## src/include/msrd_pkg.sv

```systemverilog
// Register map, field positions, reset values and types for the modem status / rx DMA block
package msrd_pkg;
    // Avalon word offsets (byte addresses)
    localparam int ADDR_W = 5;
    localparam logic [4:0] MSR_OFS = 5'h00;
    localparam logic [4:0] MCR_OFS = 5'h04;
    localparam logic [4:0] FCR_OFS = 5'h08;
    localparam logic [4:0] INT_STAT_OFS = 5'h0C;
    localparam logic [4:0] INT_CLR_OFS = 5'h10;
    localparam logic [4:0] INT_EN_OFS = 5'h14;
    // Field positions
    localparam int MSR_DELTA_BIT = 2;
    localparam int MSR_BELL_BIT = 6;
    localparam int MCR_SEND_BIT = 1;
    localparam int MCR_LOOP_BIT = 4;
    localparam int FCR_FIFO_BIT = 0;
    localparam int FCR_DMA_BIT = 3;
    localparam int INT_BELL_BIT = 0;
    localparam int INT_DMA_BIT = 1;
    localparam int INT_W = 2;
    // Reset values
    localparam logic [7:0] MCR_RST = 8'h00;
    localparam logic [7:0] FCR_RST = 8'h00;
    localparam logic [1:0] INT_EN_RST = 2'h0;
    localparam logic [1:0] INT_STAT_RST = 2'h0;
    // Bus handshake states
    typedef enum logic [1:0] {
        BUS_IDLE = 2'b01,
        BUS_DONE = 2'b10
    } msrd_bus_t;
endpackage

```

## src/include/msrd_core_if.sv

```systemverilog
// Signals shared between the top and its bell and rx DMA helpers
`timescale 1ns/1ps
interface msrd_core_if;
    logic bellIn;
    logic msrCapture;
    logic bellRise;
    logic deltaBellFlag;
    logic fifoEnableBit;
    logic dmaModeSelectBit;
    logic rxNotEmpty;
    logic rxTrigger;
    logic rxTimeout;
    logic rxReqN;
    modport ctrl (output bellIn, msrCapture, fifoEnableBit, dmaModeSelectBit,
        rxNotEmpty, rxTrigger, rxTimeout, input bellRise, deltaBellFlag, rxReqN);
    modport bell (input bellIn, msrCapture, output bellRise, deltaBellFlag);
    modport dma (input fifoEnableBit, dmaModeSelectBit, rxNotEmpty, rxTrigger,
        rxTimeout, output rxReqN);
endinterface

```

## src/rtl/msrd_bell_detect.sv

```systemverilog
// Bell input rise detector and sticky change flag
`timescale 1ns/1ps
module msrd_bell_detect
    import msrd_pkg::*;
(
    input wire logic ref_clk,
    input wire logic reset,
    msrd_core_if.bell core
);
    logic bellPrev_q;
    logic primed_q;
    logic delta_q;

    // A rise needs one real prior sample; avoids a false edge just after reset
    assign core.bellRise = primed_q && core.bellIn && !bellPrev_q;

    // Previous level of the bell input
    always_ff @(posedge ref_clk) begin
        if (reset) begin
            bellPrev_q <= 1'b0;
            primed_q <= 1'b0;
        end else begin
            bellPrev_q <= core.bellIn;
            primed_q <= 1'b1;
        end
    end

    // Change flag: a rise in the capture cycle wins over the read clear
    always_ff @(posedge ref_clk) begin
        if (reset) begin
            delta_q <= 1'b0;
        end else if (core.bellRise) begin
            delta_q <= 1'b1;
        end else if (core.msrCapture) begin
            delta_q <= 1'b0;
        end
    end

    assign core.deltaBellFlag = delta_q;
endmodule

```

## src/rtl/msrd_rx_dma.sv

```systemverilog
// Receive DMA request generator, mode 0 and mode 1
`timescale 1ns/1ps
module msrd_rx_dma
    import msrd_pkg::*;
(
    input wire logic ref_clk,
    input wire logic reset,
    msrd_core_if.dma core
);
    logic reqN_q;
    logic mode1;

    // Legacy non-FIFO operation only ever uses mode 0
    assign mode1 = core.fifoEnableBit && core.dmaModeSelectBit;

    // Active-low request; idle high after reset
    always_ff @(posedge ref_clk) begin
        if (reset) begin
            reqN_q <= 1'b1;
        end else if (!mode1) begin
            reqN_q <= !core.rxNotEmpty;
        end else if (core.rxTrigger || core.rxTimeout) begin
            reqN_q <= 1'b0;
        end else if (!core.rxNotEmpty) begin
            reqN_q <= 1'b1;
        end
    end

    assign core.rxReqN = reqN_q;
endmodule

```

## src/rtl/msrd_top.sv

```systemverilog
// Modem status bell input, send request output and receive DMA request with Avalon registers
//
// Behaviour
// - Modem status bit 6 shows the present bell input level.
// - Modem status bit 2 sets on a bell low-to-high rise since last read.
// - An enabled modem status interrupt fires on that bell rise.
// - Send request output is driven low while control bit 1 is set and loopback bit 4 is clear.
// - Send request is high on reset, in loopback, or with control bit 1 clear.
// - Send request never affects transmitter or receiver behaviour.
// - With FIFOs on, FIFO control bit 3 picks DMA mode 0 or mode 1.
// - Non-FIFO mode always uses DMA mode 0.
// - Mode 0 request goes low while any received character is held.
// - Mode 0 request returns high once no character remains.
// - Mode 1 request goes low on trigger level or time-out.
// - Mode 1 request stays low until empty, then goes high.
`timescale 1ns/1ps
module msrd_top
    import msrd_pkg::*;
#(
    parameter int DATA_W = 32
)
(
    input wire logic ref_clk,
    input wire logic reset,
    input wire logic [ADDR_W-1:0] address,
    input wire logic read,
    input wire logic write,
    input wire logic [DATA_W-1:0] writedata,
    input wire logic [3:0] byteenable,
    output logic [DATA_W-1:0] readdata,
    output logic waitrequest,
    input wire logic bellSignalIn,
    input wire logic rxNotEmpty,
    input wire logic rxTriggerHit,
    input wire logic rxTimeout,
    output logic sendRequestOut_n,
    output logic receiveDmaRequest_n,
    output logic irq
);
    ////////////////////////////////////////////////////////////////////////////
    // Declarations

    msrd_core_if core ();

    msrd_bus_t busState_q;
    logic waitrequest_q;
    logic [DATA_W-1:0] readdata_q;
    logic [DATA_W-1:0] readValue;
    logic [7:0] modemControl_q;
    logic [7:0] fifoControl_q;
    logic [INT_W-1:0] intStatus_q;
    logic [INT_W-1:0] intEnable_q;
    logic [INT_W-1:0] intEvents;
    logic [INT_W-1:0] intClear;
    logic sendReqN_q;
    logic irq_q;
    logic dmaReqPrev_q;
    logic capture;
    logic commit;

    // Address decode shared by reads, writes and the capture strobes
    function automatic logic addrHit(input logic [ADDR_W-1:0] addr,
                                     input logic [ADDR_W-1:0] ofs);
        addrHit = (addr == ofs);
    endfunction

    ////////////////////////////////////////////////////////////////////////////
    // Helpers

    msrd_bell_detect u_bell (
        .ref_clk(ref_clk),
        .reset(reset),
        .core(core.bell)
    );

    msrd_rx_dma u_dma (
        .ref_clk(ref_clk),
        .reset(reset),
        .core(core.dma)
    );

    // Inputs into the shared carrier
    assign core.bellIn = bellSignalIn;
    assign core.rxNotEmpty = rxNotEmpty;
    assign core.rxTrigger = rxTriggerHit;
    assign core.rxTimeout = rxTimeout;
    assign core.fifoEnableBit = fifoControl_q[FCR_FIFO_BIT];
    assign core.dmaModeSelectBit = fifoControl_q[FCR_DMA_BIT];
    // Status flag is sampled and cleared at the capture edge, never later
    assign core.msrCapture = capture && read && addrHit(address, MSR_OFS);

    ////////////////////////////////////////////////////////////////////////////
    // Avalon slave handshake

    // Capture edge sees the request; commit edge completes it
    assign capture = (busState_q == BUS_IDLE) && (read || write);
    assign commit = (busState_q == BUS_DONE) && (read || write);

    // One wait cycle per access, so read data is always a registered value
    always_ff @(posedge ref_clk) begin
        if (reset) begin
            busState_q <= BUS_IDLE;
            waitrequest_q <= 1'b1;
        end else begin
            case (busState_q)
                BUS_IDLE: begin
                    if (read || write) begin
                        busState_q <= BUS_DONE;
                        waitrequest_q <= 1'b0;
                    end
                end
                BUS_DONE: begin
                    busState_q <= BUS_IDLE;
                    waitrequest_q <= 1'b1;
                end
                default: begin
                    busState_q <= BUS_IDLE;
                    waitrequest_q <= 1'b1;
                end
            endcase
        end
    end

    // Read mux; unmapped and write-only words read as zero
    always_comb begin
        readValue = '0;
        if (addrHit(address, MSR_OFS)) begin
            readValue[MSR_BELL_BIT] = bellSignalIn;
            readValue[MSR_DELTA_BIT] = core.deltaBellFlag;
        end else if (addrHit(address, MCR_OFS)) begin
            readValue[7:0] = modemControl_q;
        end else if (addrHit(address, FCR_OFS)) begin
            readValue[7:0] = fifoControl_q;
        end else if (addrHit(address, INT_STAT_OFS)) begin
            readValue[INT_W-1:0] = intStatus_q;
        end else if (addrHit(address, INT_EN_OFS)) begin
            readValue[INT_W-1:0] = intEnable_q;
        end
    end

    // Read data is held until the next read capture
    always_ff @(posedge ref_clk) begin
        if (reset) begin
            readdata_q <= '0;
        end else if (capture && read) begin
            readdata_q <= readValue;
        end
    end

    ////////////////////////////////////////////////////////////////////////////
    // Control registers

    // Modem control: send request and loopback; only lane 0 is backed
    always_ff @(posedge ref_clk) begin
        if (reset) begin
            modemControl_q <= MCR_RST;
        end else if (commit && write && byteenable[0] && addrHit(address, MCR_OFS)) begin
            modemControl_q <= writedata[7:0];
        end
    end

    // FIFO control: FIFO enable and DMA mode select
    always_ff @(posedge ref_clk) begin
        if (reset) begin
            fifoControl_q <= FCR_RST;
        end else if (commit && write && byteenable[0] && addrHit(address, FCR_OFS)) begin
            fifoControl_q <= writedata[7:0];
        end
    end

    // Interrupt enable
    always_ff @(posedge ref_clk) begin
        if (reset) begin
            intEnable_q <= INT_EN_RST;
        end else if (commit && write && byteenable[0] && addrHit(address, INT_EN_OFS)) begin
            intEnable_q <= writedata[INT_W-1:0];
        end
    end

    ////////////////////////////////////////////////////////////////////////////
    // Send request pin

    // Loopback keeps the modem line quiet; the pin feeds nothing internal
    always_ff @(posedge ref_clk) begin
        if (reset) begin
            sendReqN_q <= 1'b1;
        end else begin
            // Held active low in the flop so the pin needs no inverter after it
            sendReqN_q <= !(modemControl_q[MCR_SEND_BIT]
                && !modemControl_q[MCR_LOOP_BIT]);
        end
    end

    ////////////////////////////////////////////////////////////////////////////
    // Interrupts

    // Previous DMA request level, for its falling edge
    always_ff @(posedge ref_clk) begin
        if (reset) begin
            dmaReqPrev_q <= 1'b1;
        end else begin
            dmaReqPrev_q <= core.rxReqN;
        end
    end

    // Events and software clear strobes
    always_comb begin
        intEvents = '0;
        intEvents[INT_BELL_BIT] = core.bellRise;
        intEvents[INT_DMA_BIT] = dmaReqPrev_q && !core.rxReqN;
        intClear = '0;
        if (commit && write && byteenable[0] && addrHit(address, INT_CLR_OFS)) begin
            intClear = writedata[INT_W-1:0];
        end
    end

    // Sticky status; an event in the clear cycle is kept
    always_ff @(posedge ref_clk) begin
        if (reset) begin
            intStatus_q <= INT_STAT_RST;
        end else begin
            intStatus_q <= intEvents | (intStatus_q & ~intClear);
        end
    end

    // Level interrupt, one cycle behind the status register
    always_ff @(posedge ref_clk) begin
        if (reset) begin
            irq_q <= 1'b0;
        end else begin
            irq_q <= |(intStatus_q & intEnable_q);
        end
    end

    ////////////////////////////////////////////////////////////////////////////
    // Outputs

    assign readdata = readdata_q;
    assign waitrequest = waitrequest_q;
    assign sendRequestOut_n = sendReqN_q;
    assign receiveDmaRequest_n = core.rxReqN;
    assign irq = irq_q;

    ////////////////////////////////////////////////////////////////////////////
    // Assertions

    logic mode1;
    logic fcrWrite;
    assign mode1 = core.fifoEnableBit && core.dmaModeSelectBit;
    assign fcrWrite = commit && write && addrHit(address, FCR_OFS);
endmodule

```

## config.mk

```make
export PLATFORM = sky130hd
export DESIGN_NAME = msrd_top
export DESIGN_NICKNAME = d
export VERILOG_FILES = /design/src/include/msrd_pkg.sv /design/src/include/msrd_core_if.sv /design/src/rtl/msrd_bell_detect.sv /design/src/rtl/msrd_rx_dma.sv /design/src/rtl/msrd_top.sv
export SDC_FILE = /design/constraint.sdc
export NUM_CORES = 1
export LEC_CHECK = 0
export BUFFER_PORTS_ARGS = -buffer_cell sky130_fd_sc_hd__buf_2
export CORE_ASPECT_RATIO = 0.7
export CORE_MARGIN = 2
export CORE_UTILIZATION = 26
export CTS_CLUSTER_SIZE = 24
export DETAILED_ROUTE_END_ITERATION = 12
export GPL_TIMING_DRIVEN = 0
export PLACE_DENSITY = 0.54
export SLEW_MARGIN = 5
export SYNTH_ARGS = -nofsm -noshare
export SYNTH_HDL_FRONTEND = slang
export SYNTH_SLANG_ARGS = --single-unit
```

## constraint.sdc

```tcl
create_clock -name ref_clk -period 2.9 [get_ports ref_clk]
set_input_delay 0.145 -clock ref_clk [delete_from_list [all_inputs] [get_ports ref_clk]]
set_output_delay 0.145 -clock ref_clk [all_outputs]
set_load 0.01 [all_outputs]
```

Word level (Yosys, flattened, before mapping)
Index checks and enable logic that the tools add are counted.
{ "classes": {"muxes": 17, "eq_ne": 8, "n_div": 0, "order_cmp": 0, "multipliers": 0, "addsub": 0, "bitwise": 5, "n_shift": 0, "reduce_logical": 26} }
{ "ops": {"columns": ["cell", "count"], "rows": [
  ["logical AND 1 bit", 15],
  ["equality test 5 x 4 -> 1 bit (second input constant)", 2],
  ["equality test 5 bit (second input constant)", 2],
  ["two-way mux 2 bit", 5],
  ["two-way mux 1 bit", 9],
  ["two-way mux 8 bit", 1],
  ["two-way mux 6 bit", 1],
  ["equality test 5 x 3 -> 1 bit (second input constant)", 1],
  ["logical NOT 1 bit", 5],
  ["logical NOT 5 bit", 1],
  ["bitwise AND 2 bit", 2],
  ["OR reduction 2 bit", 2],
  ["two-way mux 3 bit", 1],
  ["inequality test 3 x 2 -> 1 bit (second input constant)", 1],
  ["equality test 2 x 1 -> 1 bit (second input constant)", 1],
  ["equality test 2 bit (second input constant)", 1],
  ["logical OR 1 bit", 2],
  ["NOT 2 bit", 1],
  ["bitwise OR 2 bit", 1],
  ["nonzero test 2 bit", 1],
  ["NOT 1 bit", 1]
]} }
{ "totals": {"mem_bits_ro": 0, "n_memories": 0, "output_inout_bits": 36, "regBits": 38, "latch_bits": 0, "ram_bits": 0} }

Logic depth before layout (Yosys ltp)
{ "logic_depth": {"ltp_word": 9, "ltp_mapped": 6, "ltp_nobuf": 4} }

Cells and area by module
Synthesis repeated with hierarchy kept, for this count alone.
{ "hier_totals": {"hier_cells": 205, "area_unflattened_um2": 1764.2} }
{ "by_module_without_submodules": {"columns": ["module", "cells_each", "instances", "seq_area_each_um2", "area_per_inst_um2"], "rows": [
  ["msrd_top", 191, 1, 660.6, 1620.3],
  ["msrd_bell_detect", 9, 1, 60.1, 96.3],
  ["msrd_rx_dma", 5, 1, 20.0, 47.5]
]} }

Worst setup path after synthesis
OpenSTA, ideal clock, no wires.
{ "synth_path": {"kind": "reg2reg", "startpoint": "register busState_q[0]", "endpoint": "register fifoControl_q[0]", "setup_slack_ns": 1.559, "arrival_ns": 1.213, "path_stages_with_launch": 6, "required_ns": 2.772, "setup_ns": 0.128, "path_cell_list": "dfxtp_1 > and4b_1 > and4b_1 > buf_6 > mux2i_1 > nor2_1"} }
{ "synth_via": {"elab_chain_cells": 5} }
{ "synth_lines": {"columns": ["element", "line_no", "text"], "rows": [
  ["start: declaration", "msrd_top.sv:45", "msrd_bus_t busState_q;"],
  ["start signal: assignment", "msrd_top.sv:102", "busState_q <= BUS_IDLE;"],
  ["start signal: assignment", "msrd_top.sv:108", "busState_q <= BUS_DONE;"],
  ["start signal: assignment", "msrd_top.sv:113", "busState_q <= BUS_IDLE;"],
  ["equality test 2 bit", "msrd_top.sv:97", "assign commit = (busState_q == BUS_DONE) && (read || write);"],
  ["logical AND 1 bit", "msrd_top.sv:97", null],
  ["logical AND 1 bit", null, null],
  ["logical AND 1 bit (2 in a row)", "msrd_top.sv:166", "end else if (commit && write && byteenable[0] && addrHit(address, FCR_OFS)) begin"],
  ["end signal: assignment", "msrd_top.sv:167", "fifoControl_q <= writedata[7:0];"],
  ["end: declaration", "msrd_top.sv:50", "logic [7:0] fifoControl_q;"]
]} }
Every way passes these cells.
A chain may end at the register's enable or synchronous reset.

Worst setup path after layout
{ "layout_path": {"startpoint": "register busState_q[0]", "endpoint": "register fifoControl_q[6]"} }
The elaborated chain is that of the path after synthesis.

==> flow_metrics.py <==
metrics = {
    "run_status": {
        "run_status": "completed",
    },
    "setup_path": {
        "cp-start-kind": "flip-flop",
        "cp.arrival_ns": 1.70,
        "cp-end-kind": "flip-flop",
        "timing.critical_path.fanout_max": 8,
        "critical_path_class": "flip-flop to flip-flop",
        "cp.required_ns": 3.07,
    },
    "synthesis": {
        "post_synth_inst_count": 189,
        "synth_top_cells_by_area": "sky130_fd_sc_hd__dfxtp_1, sky130_fd_sc_hd__mux2i_1, sky130_fd_sc_hd__buf_4",
        "postSynthAreaPerCell_sq_um": 9.00,
        "post_synth_most_frequent_cells": "sky130_fd_sc_hd__dfxtp_1, sky130_fd_sc_hd__nor2_1, sky130_fd_sc_hd__buf_4, sky130_fd_sc_hd__mux2i_1, sky130_fd_sc_hd__nand2_1",
        "yosys.area.top_type_share_pct": 43.6,
        "syn_area_sq_um": 1700,
        "synth_xor_xnor_area_share_pct": 0,
        "simple_gate_portion_of_the_synthesized_area_pct": 21.0,
        "synth_area_leader_cell": "sky130_fd_sc_hd__dfxtp_1",
        "ys_types": 32,
        "synth_adder_area_share_pct": 0,
        "number_of_enable_flip_flop_cells_after_synthesis": 0,
        "seq_total_area_yosys_pct": 43.6,
        "ys_ff_latch": 37,
        "synth.most_common_cell": "sky130_fd_sc_hd__dfxtp_1",
        "synthMuxAreaShare_pct": 10.6,
        "yosysWarnings": 0,
        "synth-main-ff-cell": "sky130_fd_sc_hd__dfxtp_1",
        "synth_top_family_by_area": "simple AND/OR/NAND/NOR gates",
        "synth-compound-area-share_pct": 11.3,
        "async_reset_ff_share_pct": 0,
    },
    "die": {
        "rows": 24,
        "initial_utilization_pct": 27.1,
        "core_area_sq_um": 6280,
        "io_pins": 85,
        "design.die.area_sq_um": 7210,
        "fp.dieH_microns": 71.7,
        "chipWidth_microns": 101,
    },
    "timing": {
        "timing_worst_slew_pin_value_ns": 0.526,
        "finalCriticalPeriod_ns": 1.53,
        "rsz0062_at_grt": "false",
        "holdWs_ns": 0.0737,
        "slew_headroom_pct": 64.9,
        "worst_clock_skew_ns": 0.00542,
        "slew_viol_final": 0,
        "timing.final.setup_violations": 0,
        "hold_viol": 0,
        "sum_neg_setup_slack_ns": 0,
        "maximum_clock_rate_mhz": 656,
        "min_period_over_period_pct": 52.6,
    },
    "flow_run": {
        "max_cap_violations": 0,
    },
    "global_route": {
        "grt_start_max_net_pins": 13,
        "antenna_violations_before_repair": 0,
        "globalRoute.totalOverflow": 0,
        "globalRouteTotalUtil_pct": 11.3,
        "first_global_vias": 1250,
        "wire_length_of_the_first_global_routing_pass_microns": 6070,
    },
    "power": {
        "power.share.combinational_pct": 11.3,
        "leakagePower_nw": 0.985,
        "seq_power_share_pct": 52.6,
        "vdd.ir_drop.worst_mv": 0.173,
        "p_clk_share_pct": 36.1,
        "power.share.switching_pct": 26.2,
        "intPower_uw": 732,
        "p_sw_uw": 260,
        "power.density_nw_per_um2": 465,
    },
    "clocking": {
        "cts_hold_repair.buffers": 0,
        "cts-buffers-inserted": 5,
        "clock_insertion_delay_worst_skew_ns": 0.30,
        "clockBufferDepth": 2,
        "clock-sinks": 37,
        "postCtsResizedCells": 0,
        "clk_pin_slew_worst_paths_ns": 0.07,
        "cts.htree.levels": 2,
        "tritoncts": "done",
        "postCtsSetupRepairBufs": 0,
        "clk_root_buffer_cell": "sky130_fd_sc_hd__clkbuf_8",
    },
    "detailed_routing": {
        "ant_nets": 0,
        "vias": 1393,
        "wl_per_cell_microns": 12.1,
        "drtPass1Iterations": 4,
        "top_layer": "met4",
        "drt_iter0_markers": 53,
        "met3RoutedLength_microns": 295,
        "routed-wl-met2_microns": 1680,
        "drcViolationCount": 0,
        "postRouteWirelength_microns": 3980,
        "routedLengthMet1_microns": 1930,
        "viasPerCell": 4.22,
    },
    "placed_design": {
        "placedCellCount": 322,
        "globalplace.congestion": 0.817,
        "port_buffers": 32,
        "detailed_place.area_sq_um": 2040,
        "dp_hpwl_microns": 3040,
    },
    "finish": {
        "layout.filler_cells": 680,
        "utilization_pct": 34.0,
        "num_antenna_cells": 0,
        "multi_input_gate_area_in_the_final_layout_sq_um": 820,
        "layout-drive-gt1-share_pct": 28.2,
        "finalInstanceArea_sq_um": 2130,
        "sequential_cell_area_sq_um": 741,
        "non_filler_instance_count_after_layout": 330,
        "growth_of_design_area_from_synthesis_to_finish_pct": 25.3,
        "finalNetCount": 300,
    },
    "min_path": {
        "hp-class": "input port to flip-flop",
    },
}
-- layer usage --
| layer | GRT usage, % | vias up |
|---|---|---|
| li1 | - | 716 |
| met5 | 0 | - |
| met3 | 4.39 | 8 |
| met2 | 16.4 | 40 |
| met4 | 5.48 | 0 |
| met1 | 14.7 | 629 |
-- final timing paths --
check | from | to | slack, ns | cells after the start
setup / recovery | busState_q[0] | fifoControl_q[6] | 1.37 | 5
hold / removal | reset | u_bell.primed_q | 0.07 | 2
setup reg to reg | busState_q[0] | fifoControl_q[6] | 1.37 | 5
hold reg to reg | modemControl_q[1] | sendRequestOut_n | 0.41 | 1
-- cells by family (layout without fill, tap and decap cells) --
| kind of cell | count (synthesis) | count (layout) |
|---|---|---|
| AO/OA/AOI/OAI | 30 | 30 |
| buffers and inverters | 34 | 74 |
| flip-flops | 37 | 37 |
| multiplexers | 18 | 18 |
| other | 1 | 24 |
| AND/OR/NAND/NOR | 69 | 69 |
-- cells in the final DEF, fill, tap and decap left out, drive strengths merged, types with 3 or more instances in the layout --
| cell type | instances |
|---|---|
| buf | 59 |
| dfxtp | 37 |
| nor2 | 26 |
| conb | 24 |
| mux2i | 18 |
| nand2 | 17 |
| a21oi | 9 |
| clkbuf | 8 |
| o21ai | 7 |
| nor2b | 7 |
| a22oi | 5 |
| inv | 4 |
| nand3b | 3 |
| nor3b | 3 |
-- worst max-delay path, stage by stage, from the launching register on --
cell,delay [ns]
sky130_fd_sc_hd__dfxtp_1,0.33
sky130_fd_sc_hd__and4b_1,0.38
sky130_fd_sc_hd__and4b_1,0.25
sky130_fd_sc_hd__buf_6,0.17
sky130_fd_sc_hd__mux2i_1,0.22
sky130_fd_sc_hd__nor2_1,0.05
-- power groups by stage --
stage	registers, mW	logic, mW	clock network, mW
2_1_floorplan	0.533	0.0736	0
3_3_place_gp	0.534	0.111	0
3_5_place_dp	0.534	0.110	0
4_1_cts	0.522	0.111	0.366
5_1_grt	0.523	0.124	0.390
6_report	0.522	0.112	0.358
-- flip-flops by register name, indices dropped and copies added (netlist names) --
register                   count
sendRequestOut_n               1
u_bell.primed_q                1
u_bell.core.deltaBellFlag      1
u_bell.bellPrev_q              1
intStatus_q                    2
irq                            1
dmaReqPrev_q                   1
u_dma.core.rxReqN              1
intEnable_q                    2
fifoControl_q                  8
busState_q                     2
modemControl_q                 8
readdata                       8
-- stage by stage --
step	total power, mW	worst slack, ns
6_report	0.992	1.37
5_1_grt	1.04	1.27
3_3_place_gp	0.644	1.46
2_1_floorplan	0.607	1.56
3_5_place_dp	0.644	1.43
4_1_cts	0.999	1.37
-- layout make-up --
class	instances	share of cell area, %
multi-input combinational	141	38.5
tap	78	4.58
inverter	4	0.705
sequential	37	34.8
clock buffer	5	3.23
buffer	30	9.92
clock inverter	3	0.822
timing repair buffer	32	7.52
Note: power is estimated with default switching activity, not from simulation.
